### src/include/hex_conv_regs.svh
// layout, parity mode and limit constants for the ascii to hex converter
`ifndef HEX_CONV_REGS_SVH
`define HEX_CONV_REGS_SVH
`define DESIG_DIGIT_LSB 0
`define DESIG_COUNT_LSB 4
`define DESIG_BYTE_LSB 8
`define DESIG_PARITY_LSB 12
`define PARITY_NONE 4'h0
`define PARITY_EVEN 4'h1
`define PARITY_ODD 4'h2
`define MAX_CHARS 4
`define DEST_RESET 16'h0000
`endif

### src/include/hex_conv_pkg.sv
// types for the ascii to hex converter
package hex_conv_pkg;
  typedef struct packed {
    logic [3:0] parity;
    logic [3:0] startByte;
    logic [3:0] countM1;
    logic [3:0] startDigit;
  } designator_type;
  typedef struct packed {
    logic [15:0] word3;
    logic [15:0] word2;
    logic [15:0] word1;
    logic [15:0] word0;
  } source_type;
  typedef struct packed {
    logic [15:0] dest;
    logic conversionErrorFlag;
  } result_type;
endpackage : hex_conv_pkg

### src/verilog/ascii_to_hex_converter.sv
// single-cycle ascii to hex conversion with parity and range checks
`timescale 1ns/1ps
`include "hex_conv_regs.svh"

// Summary of operation
// [RQ1] start byte then leftward; after high byte take next word's low byte
// [RQ2] several characters converted in order toward higher source words
// [RQ3] digits written from start digit upward, wrapping digit 3 to 0
// [RQ4] untargeted destination nibbles keep their previous values
// [RQ5] codes 30-39 give 0-9, codes 41-46 give A-F, parity ignored
// [RQ6] any converted character outside hex codes sets the error flag
// [RQ7] parity failure on any converted character sets the error flag
// [RQ8] out-of-range designator field sets error; no error clears flag
// [RQ9] top bit of each source byte is the parity bit
// [RQ10] parity mode comes from the designator's top nibble
// [RQ11] mode 0: any set top bit is an error
// [RQ12] mode 1: odd count of ones in a byte is an error
// [RQ13] mode 2: even count of ones in a byte is an error
// [RQ14] designator 0121: no parity, high byte, three chars, digit 1
// [RQ15] designator 1011: even parity, low byte, two chars, digit 1
// [RQ16] at most four characters per operation
// [RQ17] nibble 0 digit, nibble 1 count minus one, nibble 2 start byte
// [RQ18] on any error the destination is left wholly unchanged
module ascii_to_hex_converter
  import hex_conv_pkg::*;
#(
  parameter int MAX_CHARS = `MAX_CHARS
) (
  input wire logic clk,
  input wire logic resetn,
  input wire logic start,
  input designator_type conversionDesignator,
  input source_type source,
  input wire logic [15:0] destIn,
  output result_type result,
  output logic done
);

  designator_type des;
  assign des = conversionDesignator;

  // byte stream: index 2k low byte, 2k+1 high byte of word k
  logic [7:0] bytes [0:7];
  assign bytes[0] = source.word0[7:0];
  assign bytes[1] = source.word0[15:8];
  assign bytes[2] = source.word1[7:0];
  assign bytes[3] = source.word1[15:8];
  assign bytes[4] = source.word2[7:0];
  assign bytes[5] = source.word2[15:8];
  assign bytes[6] = source.word3[7:0];
  assign bytes[7] = source.word3[15:8];

  wire parityOk = des.parity == `PARITY_NONE || des.parity == `PARITY_EVEN
    || des.parity == `PARITY_ODD; // [RQ10]
  wire countOk = des.countM1 < 4'(MAX_CHARS); // [RQ16]
  wire desigBad = !parityOk || !countOk || des.startByte > 4'h1
    || des.startDigit > 4'h3; // [RQ8] [RQ17]

  logic [15:0] merged;
  logic charBad;
  logic [2:0] idx;
  logic [1:0] dig;
  logic [7:0] ch;
  logic [6:0] code;
  logic [3:0] val;
  logic valid;
  logic parBad;

  always_comb begin
    merged = destIn;
    charBad = 1'b0;
    idx = 3'h0;
    dig = 2'h0;
    ch = 8'h00;
    code = 7'h00;
    val = 4'h0;
    valid = 1'b0;
    parBad = 1'b0;
    for (int i = 0; i < MAX_CHARS; i++) begin
      if (4'(i) <= des.countM1 && !desigBad) begin
        idx = 3'(i) + {2'h0, des.startByte[0]}; // [RQ1] [RQ2]
        dig = 2'(i) + des.startDigit[1:0]; // [RQ3]
        ch = bytes[idx];
        code = ch[6:0]; // [RQ9]
        valid = 1'b1;
        if (code >= 7'h30 && code <= 7'h39) begin
          val = code[3:0]; // [RQ5]
        end else if (code >= 7'h41 && code <= 7'h46) begin
          val = code[3:0] + 4'h9; // [RQ5]
        end else begin
          valid = 1'b0;
          val = 4'h0;
        end
        unique case (des.parity)
          `PARITY_NONE: parBad = ch[7]; // [RQ11]
          `PARITY_EVEN: parBad = ^ch; // [RQ12]
          default: parBad = ~^ch; // [RQ13]
        endcase
        if (!valid) charBad = 1'b1; // [RQ6]
        if (parBad) charBad = 1'b1; // [RQ7]
        merged[4*dig +: 4] = val; // [RQ4]
      end
    end
  end

  wire anyErr = desigBad || charBad;
  wire [15:0] nextDest = anyErr ? destIn : merged; // [RQ18]

  result_type result_q;
  logic done_q;

  always_ff @(posedge clk) begin
    if (!resetn) begin
      result_q <= '{dest: `DEST_RESET, conversionErrorFlag: 1'b0};
      done_q <= 1'b0;
    end else begin
      done_q <= start;
      if (start) result_q <= '{dest: nextDest, conversionErrorFlag: anyErr};
    end
  end

  assign result = result_q;
  assign done = done_q;

  property p_err_flag;
    @(posedge clk) disable iff (!resetn)
      start |=> result.conversionErrorFlag == $past(anyErr);
  endproperty
  a_err_flag: assert property (p_err_flag) // [RQ8]
    else $error("error flag wrong");

  property p_hold_on_err;
    @(posedge clk) disable iff (!resetn)
      start && anyErr |=> result.dest == $past(destIn);
  endproperty
  a_hold_on_err: assert property (p_hold_on_err) // [RQ18]
    else $error("destination changed on error");

  property p_desig_bad;
    @(posedge clk) disable iff (!resetn)
      start && des.startDigit > 4'h3 |=> result.conversionErrorFlag;
  endproperty
  a_desig_bad: assert property (p_desig_bad) // [RQ8]
    else $error("bad designator not flagged");

  property p_none_parity;
    @(posedge clk) disable iff (!resetn)
      start && des == 16'h0000 && source.word0[7] |=>
        result.conversionErrorFlag;
  endproperty
  a_none_parity: assert property (p_none_parity) // [RQ11]
    else $error("set parity bit not flagged");

  property p_even_parity;
    @(posedge clk) disable iff (!resetn)
      start && des == 16'h1000 && ^source.word0[7:0] |=>
        result.conversionErrorFlag;
  endproperty
  a_even_parity: assert property (p_even_parity) // [RQ12]
    else $error("even parity miss");

  property p_odd_parity;
    @(posedge clk) disable iff (!resetn)
      start && des == 16'h2000 && ~^source.word0[7:0] |=>
        result.conversionErrorFlag;
  endproperty
  a_odd_parity: assert property (p_odd_parity) // [RQ13]
    else $error("odd parity miss");

  property p_untouched;
    @(posedge clk) disable iff (!resetn)
      start && des == 16'h0121 |=>
        result.dest[3:0] == $past(destIn[3:0]);
  endproperty
  a_untouched: assert property (p_untouched) // [RQ4] [RQ14]
    else $error("untargeted digit 0 changed");

  property p_digit_map;
    @(posedge clk) disable iff (!resetn)
      start && des == 16'h0000 && source.word0[7:0] == 8'h41 |=>
        result.dest[3:0] == 4'ha && !result.conversionErrorFlag;
  endproperty
  a_digit_map: assert property (p_digit_map) // [RQ5]
    else $error("code 41 not mapped to a");

  property p_wrap;
    @(posedge clk) disable iff (!resetn)
      start && des == 16'h0013 && source.word0 == 16'h3231 |=>
        result.dest[3:0] == 4'h2 && result.dest[15:12] == 4'h1;
  endproperty
  a_wrap: assert property (p_wrap) // [RQ3] [RQ1]
    else $error("digit wrap wrong");

  // a bad last character must not leave the good first digit behind
  property p_no_partial;
    @(posedge clk) disable iff (!resetn)
      start && des == 16'h0010 && source.word0[15:8] == 8'h3a |=>
        result.dest == $past(destIn) && result.conversionErrorFlag;
  endproperty
  a_no_partial: assert property (p_no_partial) // [RQ18] [RQ6]
    else $error("partial result written on error");

  property p_full_count;
    @(posedge clk) disable iff (!resetn)
      start && des == 16'h0033 && source.word0 == 16'h4241
        && source.word1 == 16'h4643 |=>
        result.dest == 16'hafcb && !result.conversionErrorFlag;
  endproperty
  a_full_count: assert property (p_full_count) // [RQ16] [RQ3]
    else $error("four character conversion wrong");

  property p_done;
    @(posedge clk) disable iff (!resetn) start |=> done;
  endproperty
  a_done: assert property (p_done)
    else $error("done missing");

  c_ok: cover property (@(posedge clk) disable iff (!resetn)
    start ##1 !result.conversionErrorFlag);
  c_err: cover property (@(posedge clk) disable iff (!resetn)
    start ##1 result.conversionErrorFlag);
  c_ex1: cover property (@(posedge clk) disable iff (!resetn)
    start && des == 16'h0121); // [RQ14]
  c_ex2: cover property (@(posedge clk) disable iff (!resetn)
    start && des == 16'h1011); // [RQ15]
  c_full: cover property (@(posedge clk) disable iff (!resetn)
    start && des.countM1 == 4'h3); // [RQ16]

endmodule : ascii_to_hex_converter

### config.mk
export PLATFORM = sky130hd
export DESIGN_NAME = ascii_to_hex_converter
export DESIGN_NICKNAME = d
export VERILOG_FILES = /design/src/include/hex_conv_pkg.sv /design/src/verilog/ascii_to_hex_converter.sv
export VERILOG_INCLUDE_DIRS = /design/src /design/src/include
export SDC_FILE = /design/constraint.sdc
export NUM_CORES = 1
export LEC_CHECK = 0
export BUFFER_PORTS_ARGS = -buffer_cell sky130_fd_sc_hd__clkbuf_2
export CORE_ASPECT_RATIO = 0.9
export CORE_UTILIZATION = 45
export CTS_CLUSTER_DIAMETER = 60
export DETAILED_ROUTE_END_ITERATION = 6
export GPL_ROUTABILITY_DRIVEN = 0
export PLACE_DENSITY_LB_ADDON = 0.12
export SYNTH_ARGS = -nofsm -noshare
export SYNTH_HDL_FRONTEND = slang
export SYNTH_SLANG_ARGS = --single-unit
### constraint.sdc
create_clock -name clk -period 4.7 [get_ports clk]
set_clock_uncertainty 0.1 [all_clocks]
set_input_delay 0.705 -clock clk [delete_from_list [all_inputs] [get_ports clk]]
set_output_delay 0.705 -clock clk [all_outputs]
set_load 0.02 [all_outputs]
# Word-level counts from Yosys, hierarchy flattened
# Index checks and enable logic that the tools add are counted.
# totals
out_inout_bits	18
ff_bits	18
input_bits	99
# op_classes
mux	65
n_addsub	14
bitwise	4
n_eq_ne	2
n_reduce_logical	30
n_lt_le_gt_ge	27
n_shift	8
# ops
operator	n
4-bit negation with 34-bit output	4
4-bit by 34-bit variable shift with 16-bit output (first input constant)	4
4-bit by 34-bit variable part select with 16-bit output	4
8-bit binary-select mux with 3-bit select	4
16-bit 2-to-1 mux	5
16-bit bitwise mux	4
8-bit 2-to-1 mux	8
4-bit 2-to-1 mux	12
8-bit XNOR reduction	4
8-bit parity	4
7-bit by 6-bit >= comparator with 1-bit output (second input constant)	4
7-bit >= comparator (second input constant)	4
7-bit by 6-bit less-or-equal comparator with 1-bit output (second input constant)	4
7-bit less-or-equal comparator (second input constant)	4
1-bit 2-to-1 mux	28
4-bit adder (second input constant)	4
4-bit >= comparator (second input constant)	4
1-bit logical AND	12
1-bit by 4-bit less-or-equal comparator with 1-bit output (first input constant)	2
2-bit by 4-bit less-or-equal comparator with 1-bit output (first input constant)	2
3-bit inverter with 4-bit output	2
1-bit one-hot mux with 2 select lines	4
2-bit by 1-bit adder with 3-bit output (first input constant)	2
1-bit logical OR	6
other kinds (12)	15

# Longest topological paths before layout
# Gate-level depths: netlist of run 1.
# logic_depth
ltp_word	24
depth_mapped	18
depth_no_buf	13

# Worst setup path before layout of run 1
# OpenSTA, ideal clock, no wires.
# synth_path
path_kind	input -> register
from	in conversionDesignator[8] (netlist name)
to	reg result_q, in the netlist result[12]
path_buffers	6
slack_ns	0.599
arrival_time_ns	3.873
setup_time_ns	0.127
cell_stages	17
cell_sequence	buf_6 > buf_6 > buf_4 > buf_6 > buf_2 > mux2i_1 > ha_1 > xnor3_1 > xor2_1 > and3_1 > nor2_1 > xnor2_1 > nand4_1 > nor3b_2 > buf_4 > mux2i_1 > o21ai_1
# synth_between
elab_chain_len	23
word_cells_on_any_way	121
classes_between	add/sub: 7; order compare: 17; shift: 4; mux: 65; bitwise: 4; reduce/logical: 24
# synth_lines
item	line_no	source
start: declaration	ascii_to_hex_converter.sv:32	input designator_type conversionDesignator,
1-bit inverter with 4-bit output (not written as such)	ascii_to_hex_converter.sv:83	ch = bytes[idx];
8-bit binary-select mux with 3-bit select	ascii_to_hex_converter.sv:83	
8-bit 2-to-1 mux (not written as such) (2 in series)	ascii_to_hex_converter.sv:83	
7-bit >= comparator or 7-bit less-or-equal comparator (tied branches)	ascii_to_hex_converter.sv:88	end else if (code >= 7'h41 && code <= 7'h46) begin
1-bit logical AND	ascii_to_hex_converter.sv:88	
1-bit 2-to-1 mux	ascii_to_hex_converter.sv:88	
1-bit 2-to-1 mux	ascii_to_hex_converter.sv:86	if (code >= 7'h30 && code <= 7'h39) begin
1-bit 2-to-1 mux	ascii_to_hex_converter.sv:80	if (4'(i) <= des.countM1 && !desigBad) begin
[... 6 more ...]	n/a	
1-bit 2-to-1 mux	ascii_to_hex_converter.sv:99	if (!valid) charBad = 1'b1;
1-bit 2-to-1 mux	ascii_to_hex_converter.sv:100	if (parBad) charBad = 1'b1;
1-bit 2-to-1 mux	ascii_to_hex_converter.sv:80	
1-bit 2-to-1 mux	ascii_to_hex_converter.sv:99	
1-bit 2-to-1 mux	ascii_to_hex_converter.sv:100	
1-bit 2-to-1 mux	ascii_to_hex_converter.sv:80	
1-bit logical OR	ascii_to_hex_converter.sv:106	wire anyErr = desigBad || charBad;
16-bit 2-to-1 mux (*)	ascii_to_hex_converter.sv:107	wire [15:0] nextDest = anyErr ? destIn : merged;
end signal: assignment	ascii_to_hex_converter.sv:114	result_q <= '{dest: `DEST_RESET, conversionErrorFlag: 1'b0};
end signal: assignment	ascii_to_hex_converter.sv:118	if (start) result_q <= '{dest: nextDest, conversionErrorFlag: anyErr};
end: declaration	ascii_to_hex_converter.sv:109	result_type result_q;
# Every way passes the cells marked *; elsewhere a longest branch is shown, timed or not. The select of a mux whose other input is x is not followed.
# A chain may end at the register's enable or synchronous reset.

# Worst setup path in the final report of run 1
# layout_path
from	in conversionDesignator[8] (netlist name)
to	reg result_q, in the netlist result[2]
# Same word-level chain as after synthesis.

==> results of run 1 <==
stage by stage:
stage / area [um2] / hold WS, ns / worst slack, ns / total power, mW / utilization
after floorplan: 3630 / 0.426 / 0.599 / 0.424 / -
after global placement: 4180 / 0.340 / 0.456 / 0.532 / 0.546
after detailed placement: 4180 / 0.344 / 0.387 / 0.541 / 0.546
after CTS: 4230 / 0.353 / 0.635 / 0.667 / 0.553
after global routing: 4230 / 0.367 / 0.244 / 0.720 / 0.553
final: 4230 / 0.353 / 0.629 / 0.672 / 0.553
cells in the mapped netlist, types with 3 or more instances:
library cell	n
a22oi_1	10
a32oi_1	3
o21ai_1	12
a22o_1	4
xnor2_1	6
inv_1	33
clkbuf_1	6
nand2_1	43
mux2_2	5
mux2i_1	41
a21oi_1	23
and3b_1	3
nand3_1	36
nor2_1	27
nor3_1	13
or4b_1	3
o221ai_1	3
a21boi_0	3
o31ai_1	4
a31oi_1	10
xor2_1	6
o22ai_1	3
nor2b_1	6
buf_6	5
o21ai_0	29
a221o_1	5
ha_1	35
a21o_1	3
nor4_1	5
and2_1	5
nand4_1	11
nand3b_1	3
o211ai_1	3
a221oi_1	5
dfxtp_1	18
and3_1	10
power by group through the flow:
stage	sequential (mW)	clock (mW)	combinational (mW)
finish	0.166	0.126	0.380
global route	0.167	0.136	0.416
CTS	0.166	0.127	0.374
detailed placement	0.170	0	0.372
global placement	0.169	0	0.363
floorplan	0.181	0	0.244
state kept, by name (all words and copies together), names as in the netlist:
register / cells
done: 1
result: 17
area by class of cell:
cell class	count	area (um2)	share of cell area
clock buffer	4	55.1	0.0130
inverter	34	128	0.0302
multi-input combinational	422	3030	0.717
sequential	18	360	0.0851
tap	96	120	0.0284
timing repair buffer	102	536	0.127
metal layers:
metal  vias to the layer above  part of all wire  wire length [um]
li1                       2053                 -                 -
met1                      1973              0.45              5300
met2                       199              0.44              5210
met3                        21              0.10              1190
met4                         0             0.012               137
met5                         -                 0                 0
placed cells by master (no fill, tap or decap), types with 11 or more instances in the layout:
cell type,synthesis,final
inv_1,33,33
clkbuf_2,0,92
nand2_1,43,43
nand4_1,11,11
o21ai_0,29,29
o21ai_1,12,12
dfxtp_1,18,18
mux2i_1,41,41
nor2_1,27,27
a21oi_1,23,23
nand3_1,36,36
ha_1,35,35
nor3_1,13,13
worst max-delay path, cell delays in order:
cell      delay, ns
clkbuf_2       0.46
buf_4          0.42
mux2i_1        0.40
ha_1           0.31
xor2_1         0.21
xnor2_1        0.16
xnor2_1        0.16
a21oi_1        0.13
nor3_1         0.25
a21oi_1        0.12
nor3b_2        0.18
buf_4          0.25
mux2i_1        0.24
o21ai_1        0.07
cells by family (layout without fill, tap and decap cells):
| family | after synthesis | after routing | synth area share |
|---|---|---|---|
| simple gates | 178 | 178 | 0.257 |
| xor+xnor | 14 | 14 | 0.0414 |
| buf+inv | 50 | 140 | 0.0648 |
| mux | 49 | 49 | 0.139 |
| compound gates | 146 | 146 | 0.278 |
| flops | 18 | 18 | 0.0993 |
| fa+ha+maj | 35 | 35 | 0.121 |
worst paths after layout:
kind,startpoint,end,depth (start not counted)
hold / removal,result[14]$_SDFFE_PN0P_,result[14]$_SDFFE_PN0P_,2
setup reg to reg,result[6]$_SDFFE_PN0P_,result[6]$_SDFFE_PN0P_,3
hold reg to reg,result[14]$_SDFFE_PN0P_,result[14]$_SDFFE_PN0P_,2
setup / recovery,conversionDesignator[8],result[2]$_SDFFE_PN0P_,14
==> reports/metrics.cfg, run 1 <==
[die]
fp.dieW_um=96.7
pin_count=117
start_util=0.474
core_mm2=0.00766
die_h_um=87.2
die_area_mm2=0.00843
core.rowCount=30

[timing]
period_minus_slack_ns=4.07
max_freq_mhz=246
finalSetupViolCount=0
finalSetupTns_ns=0
rsz0062_at_grt=false
final-hold-violation-count=0
maxSlewHeadroom=0.440
fin_crit_sh=0.866
worst_pin_slew_ns=0.832
drv_slew=0

[clock_tree]
clockRootBuffer=clkbuf_8
cts_hold_buf=0
postCtsSetupBuffers=0
clkLatencyLatePin_ns=0.25
clock-sinks=18
clk_path_buf_depth=2
cts_made_buffers=3
path_clk_slew_ns=0.07
h-tree-depth=1
cts_resized=0
cts_tree=done

[detailed_routing]
via_per_inst=6.28
dr_total_vias=4246
dr.pass1.iters=5
drc_errors=0
dr.first_iter.drc_count=435
ant_nets=0
finalWirelength_mm=11.8
avgRoutedWirePerCell_um=17.5

[layout]
layout.nets=715
diodes=0
num-fill-cells=789
syn_to_final_growth_pct=16.6
stdcell_count=676
drive_above_1_share=0.217

[critical_path]
setup.worst_path.end_class=flop
cp_data_arrival_time_ns=4.10
startpoint_type=primary input
path_class=primary input to flop
required_ns=4.73
rrSetupSlack_ns=3.80
cp_max_fo=24

[grt]
met3_usage=0.0674
antenna_found_initial=0
gr-total-overflow=0
grt_pass1_vias=3879
grtUsageMet2=0.464
grt_max_degree=25
busiest_layer=met2
met1_usage=0.370
grt_pass1_wl_mm=19.2
grt_usage=0.277

[synthesis]
yosys_warnings=0
synth-edff-count=0
synth_cell_types=70
ys_async_sr_fraction=0
synth_top_cell_area_share=0.121
yosys.area.top_type=ha_1
ys_seq_area_frac=0.0993
syn_inst=490
avgSynthCellArea_um2=7.41
synthFlopType=dfxtp_1
syn_area_mm2=0.00363
ys_ff_latch=18
syn_nets=624
synth_area_leaders=ha_1 (12%), mux2i_1 (11%), dfxtp_1 (9.9%), nand3_1 (5.0%), nand2_1 (4.4%)

[pwr]
p_clk_frac=0.187
p_leak_nw=1.94
netSwitchingPower_mw=0.282
p_seq_frac=0.247
p_comb_frac=0.566
swShare=0.419
ir_drop_v=0.000117
p_per_area_mw_per_mm2=159
p_int_mw=0.390

[place]
dp.cells=672
dp_hpwl_mm=9.66
portBuffers=92

[job]
drv_cap=0

[outcome]
outcome=completed

[hold_path]
min_path_type=flop to flop

(Power assumes the default switching activity.)
==> inputs of run 2 (changes only) <==
Settings changed: CORE_ASPECT_RATIO 0.9 to 1.4.
==> run 2 against run 1 <==
Against the previous run: total power up 0.97%; sequential power about the same; final area up 0.24%; combinational power about the same; fmax up 2.6%; die area about the same; via count down 0.87%.
==> reports/metrics.cfg, run 2 (synthesis gave the netlist of run 1 again) <==
[timing]
rsz0062_at_grt=false
final-hold-violation-count=0
maxSlewHeadroom=0.451
max_freq_mhz=252
finalSetupViolCount=0
fin_crit_sh=0.844
finalSetupTns_ns=0
layout_setup_ws_ns=0.734
worst_pin_slew_ns=0.817
period_minus_slack_ns=3.97
drv_slew=0

[critical_path]
required_ns=4.73
cp_max_fo=18
path_class=primary input to flop
startpoint_type=primary input
setup.worst_path.end_class=flop
cp_data_arrival_time_ns=4.00

[layout]
largest_register_ffs=17
regArea_um2=360
diodes=0
fin_area_mm2=0.00424
drive_above_1_share=0.216
final_cell_mix=clkbuf_2 (92), nand2_1 (43), mux2i_1 (41), nand3_1 (36), ha_1 (35)
final_common_cell=clkbuf_2
layout.nets=714
multiInputGateArea_mm2=0.00303
syn_to_final_growth_pct=16.9
num-fill-cells=832

[clock_tree]
cts_tree=done
cts_hold_buf=0
clkLatencyLatePin_ns=0.27
cts_made_buffers=3
postCtsSetupBuffers=0
cts_resized=0
clock-sinks=18
clk_path_buf_depth=2
h-tree-depth=1
path_clk_slew_ns=0.07
clockRootBuffer=clkbuf_8

[pwr]
p_leak_nw=1.94
ir_drop_v=0.000154
p_per_area_mw_per_mm2=160

[detailed_routing]
dr_total_vias=4209
finalWirelength_mm=11.8
avgRoutedWirePerCell_um=17.4
ant_nets=0
dr.pass1.iters=6
via_per_inst=6.20
dr.first_iter.drc_count=291
drc_errors=0

[die]
core.rowCount=38
fp.dieW_um=77.9
core_mm2=0.00780
die_area_mm2=0.00843
start_util=0.466
die_h_um=108
pin_count=117

[grt]
grt_usage=0.282
grt_pass1_wl_mm=18.8
grt_pass1_vias=3939
grt_max_degree=28
gr-total-overflow=0
antenna_found_initial=0

[place]
portBuffers=92
dpl_cell_area_mm2=0.00419
dpl_worst_slack_ns=0.466
dp_hpwl_mm=9.74

[outcome]
outcome=completed

[hold_path]
min_path_type=flop to flop

[job]
drv_cap=0

[run 2: cell types whose count changed in the layout (fill, tap and decap cells not counted), sizes merged]
cell / previous run / this run
buf: 10 / 9
[run 2: per-layer routing]
metal	part of all wire	vias to the layer above	track usage
met1	0.39	1951	0.300
met3	0.050	41	0.0262
met5	0	-	0
met4	0.041	0	0.152
li1	-	2042	-
met2	0.52	175	0.541
[run 2: per-stage QoR]
stage / hold WS [ns] / utilization / total power [mW] / instances
6_report: 0.348 / 0.544 / 0.678 / 679
5_1_grt: 0.367 / 0.544 / 0.720 / 679
4_1_cts: 0.352 / 0.544 / 0.676 / 679
3_5_place_dp: 0.342 / 0.537 / 0.542 / 675
3_3_place_gp: 0.335 / 0.537 / 0.535 / 675
2_1_floorplan: 0.426 / - / 0.424 / 490
[run 2: power breakdown]
part | internal, mW | total, mW | switching [mW]
clock | 0.0749 | 0.135 | 0.0600
combinational | 0.155 | 0.377 | 0.222
sequential | 0.162 | 0.166 | 0.00420
total | 0.392 | 0.678 | 0.287
[run 2: path summary, 6_finish.rpt]
| kind | startpoint | to | slack (ns) | cells past startpoint |
|---|---|---|---|---|
| max | conversionDesignator[8] | result[15]$_SDFFE_PN0P_ | 0.73 | 12 |
| min | result[4]$_SDFFE_PN0P_ | result[4]$_SDFFE_PN0P_ | 0.35 | 2 |
| max reg2reg | result[9]$_SDFFE_PN0P_ | result[9]$_SDFFE_PN0P_ | 3.80 | 3 |
| min reg2reg | result[4]$_SDFFE_PN0P_ | result[4]$_SDFFE_PN0P_ | 0.35 | 2 |
[run 2: final cells by class]
class	instances	share of cell area
multi-input combinational	422	0.715
timing repair buffer	101	0.127
sequential	18	0.0849
inverter	34	0.0301
tap	100	0.0295
clock buffer	4	0.0130
[run 2: worst max-delay path, cell delays in order]
cell,delay [ns]
clkbuf_2,0.37
mux2i_1,0.39
inv_1,0.11
ha_1,0.22
and3_1,0.17
or4_1,0.42
o211ai_2,0.32
o221ai_1,0.37
a221oi_1,0.39
nor2_1,0.09
a221oi_1,0.29
o311ai_0,0.15
==> inputs of run 3 (changes only) <==
Settings changed: ABC_AREA set to 1.
Clock period 4.7 ns to 3.8 ns, I/O delays scaled along.
==> run 3 against run 2 <==
Against the previous run: clock-buffer cell count unchanged; critical endpoint is now result[10]$_SDFFE_PN0P_; synthesized cell count grew 60%; final area up 13%; sequential share of layout area decreased by 0.99 points; highest routed layer unchanged; clock power rose by 73%; die area grew 15%; register-to-register slack worse by 0.76 ns; via count increased by 23%; combinational power grew 29%; routed wire length increased by 11%; cell count up 43%; non-clock buffer count fell by 3.
==> reports/metrics.cfg, run 3 <==
[outcome]
outcome=completed

[critical_path]
cp_max_fo=21
worstSetupStartpoint=conversionDesignator[8]
critPathSlowestCell=nor2_4
cp_common_cell=nand2_1
cp_data_arrival_time_ns=3.41
setup.worst_path.end_class=flop
crit_family=simple AND/OR/NAND/NOR gates
cpPeakStageDelay_ns=0.39
startpoint_type=primary input
path_class=primary input to flop
cp_cell_sequence=clkbuf_2 > buf_4 > nand2_1 > o21ai_2 > inv_1 > ha_1 > inv_1 > nand2_1 > nand2_1 > inv_1 > nand2_1 > nand2_1 > nand2_1 > nand3_1 > nand2_1 > nand3_1 > nand2_1 > nand2_2 > nor2_4 > nor2_1 > nor2_1 > nand2_1 > a21oi_1
critical_path_buf_inv_count=5
rr_startpoint=result[9]$_SDFFE_PN0P_
required_ns=3.88

[synthesis]
synth-edff-count=0
synthMuxAreaShare=0
avgSynthCellArea_um2=5.37
yosys.cell_count.top_type=nand2_1
synth_xor_area_frac=0.0125
synth_area_leaders=nand2_1 (25%), nand3_1 (11%), ha_1 (10%), inv_1 (8.8%), dfxtp_1 (8.6%)
synth_top_family_by_area=simple AND/OR/NAND/NOR gates
ys_async_sr_fraction=0
ys_seq_area_frac=0.0858
synth-compound-area-share=0.0938
synth_top_cell_area_share=0.250
syn_area_mm2=0.00420
synthFlopType=dfxtp_1
ys_ff_latch=18
synth_cell_types=36
netlist_top_cells_count=nand2_1 (280), inv_1 (98), nand3_1 (93), nor2_1 (68), nand4_1 (37)
synthAdderAreaFrac=0.104
syn_nets=916
yosys_warnings=0
yosys.area.top_type=nand2_1
synth-simple-area-share=0.578
syn_inst=782

[layout]
regArea_um2=360
postLayoutCoreUtil=0.532
final_cell_mix=nand2_1 (280), inv_1 (98), nand3_1 (93), clkbuf_2 (92), nor2_1 (68)
largest_register_ffs=17
stdcell_count=973
layout.nets=1001
drive_above_1_share=0.191
num-fill-cells=987
fin_area_mm2=0.00480
syn_to_final_growth_pct=14.3
diodes=0
final_common_cell=nand2_1
multiInputGateArea_mm2=0.00331

[clock_tree]
clockRootBuffer=clkbuf_16
h-tree-depth=1
cts_hold_buf=0
postCtsSetupBuffers=0
cts_resized=0
clk_path_buf_depth=2
path_clk_slew_ns=0.05
cts_made_buffers=3
clock-sinks=18
clkLatencyLatePin_ns=0.25
cts_tree=done

[pwr]
p_leak_nw=2.64
p_per_area_mw_per_mm2=193
ir_drop_v=0.000335

[timing]
maxSlewHeadroom=0.451
drv_slew=0
finalSetupTns_ns=0
worst_pin_slew_ns=0.822
period_minus_slack_ns=3.33
max_freq_mhz=300
finalSetupViolCount=0
hold_slack_ns=0.362
rsz0062_at_grt=false
final-hold-violation-count=0
fin_crit_sh=0.876

[job]
drv_cap=0

[place]
dp_hpwl_mm=11.2
dp.cells=969
dpl_cell_area_mm2=0.00471
portBuffers=92

[die]
die_area_mm2=0.00973
fp.dieW_um=83.7
start_util=0.465
core_mm2=0.00903
die_h_um=116
core.rowCount=41
pin_count=117

[grt]
grt_pass1_vias=4777
gr-total-overflow=0
grt_usage=0.268
grt_pass1_wl_mm=21.2
grt_max_degree=30
antenna_found_initial=0

[hold_path]
hp-start=result[3]$_SDFFE_PN0P_
min_path_type=flop to flop

[detailed_routing]
dr_total_vias=5157
via_per_inst=5.30
dr.pass1.iters=6
dr.first_iter.drc_count=382
drc_errors=0
finalWirelength_mm=13.1
ant_nets=0
avgRoutedWirePerCell_um=13.5

## run 3: cell count changes in the layout (fill, tap and decap cells not counted), sizes merged, moves of 10 or more
cell   delta
mux2i    -42
a22oi    -10
nand4    +25
nor2     +48
nand3    +60
o21ai    -11
a31oi    -11
inv      +69
nand2   +271
## run 3: per-layer routing
layer / global-route usage / up-vias / part of all wire
met1: 0.302 / 2239 / 0.42
met4: 0.186 / 0 / 0.066
met2: 0.487 / 195 / 0.47
met3: 0.0127 / 50 / 0.043
li1: - / 2673 / -
met5: 0 / - / 0
## run 3: logic make-up (layout without fill, tap and decap cells)
kind of cell,count (synthesis),in the layout
fa+ha+maj,35,35
compound gates,60,60
flops,18,18
simple gates,542,542
xor+xnor,6,6
buf+inv,121,205
## run 3: path summary, 6_finish.rpt
kind	end	slack (ns)	cells after the start
max	result[10]$_SDFFE_PN0P_	0.47	23
min	result[3]$_SDFFE_PN0P_	0.36	2
max reg2reg	result[9]$_SDFFE_PN0P_	3.04	2
min reg2reg	result[3]$_SDFFE_PN0P_	0.36	2
## run 3: final cells by class
type                       count  share of cell area
multi-input combinational    643               0.690
tap                          107              0.0279
clock buffer                   4              0.0185
sequential                    18              0.0750
timing repair buffer          98               0.108
inverter                     103              0.0810
## run 3: worst register-to-register path, cell delays in order (launching register included)
cell and delay (ns):
dfxtp_1 0.31, o21ai_0 0.17, a21oi_1 0.06
## run 3: power by group
part	leakage (nW)	switching (mW)	internal, mW
logic	2.44	0.316	0.171
registers	0.149	0.00480	0.200
clock network	0.0442	0.0732	0.160
total	2.64	0.394	0.532
## run 3: through the flow
stage               power (mW)  setup slack [ns]
detailed placement       0.691             0.195
CTS                      0.926             0.450
floorplan                0.558             0.837
global route              1.00             0.119
finish                   0.926             0.469
global placement         0.680             0.249
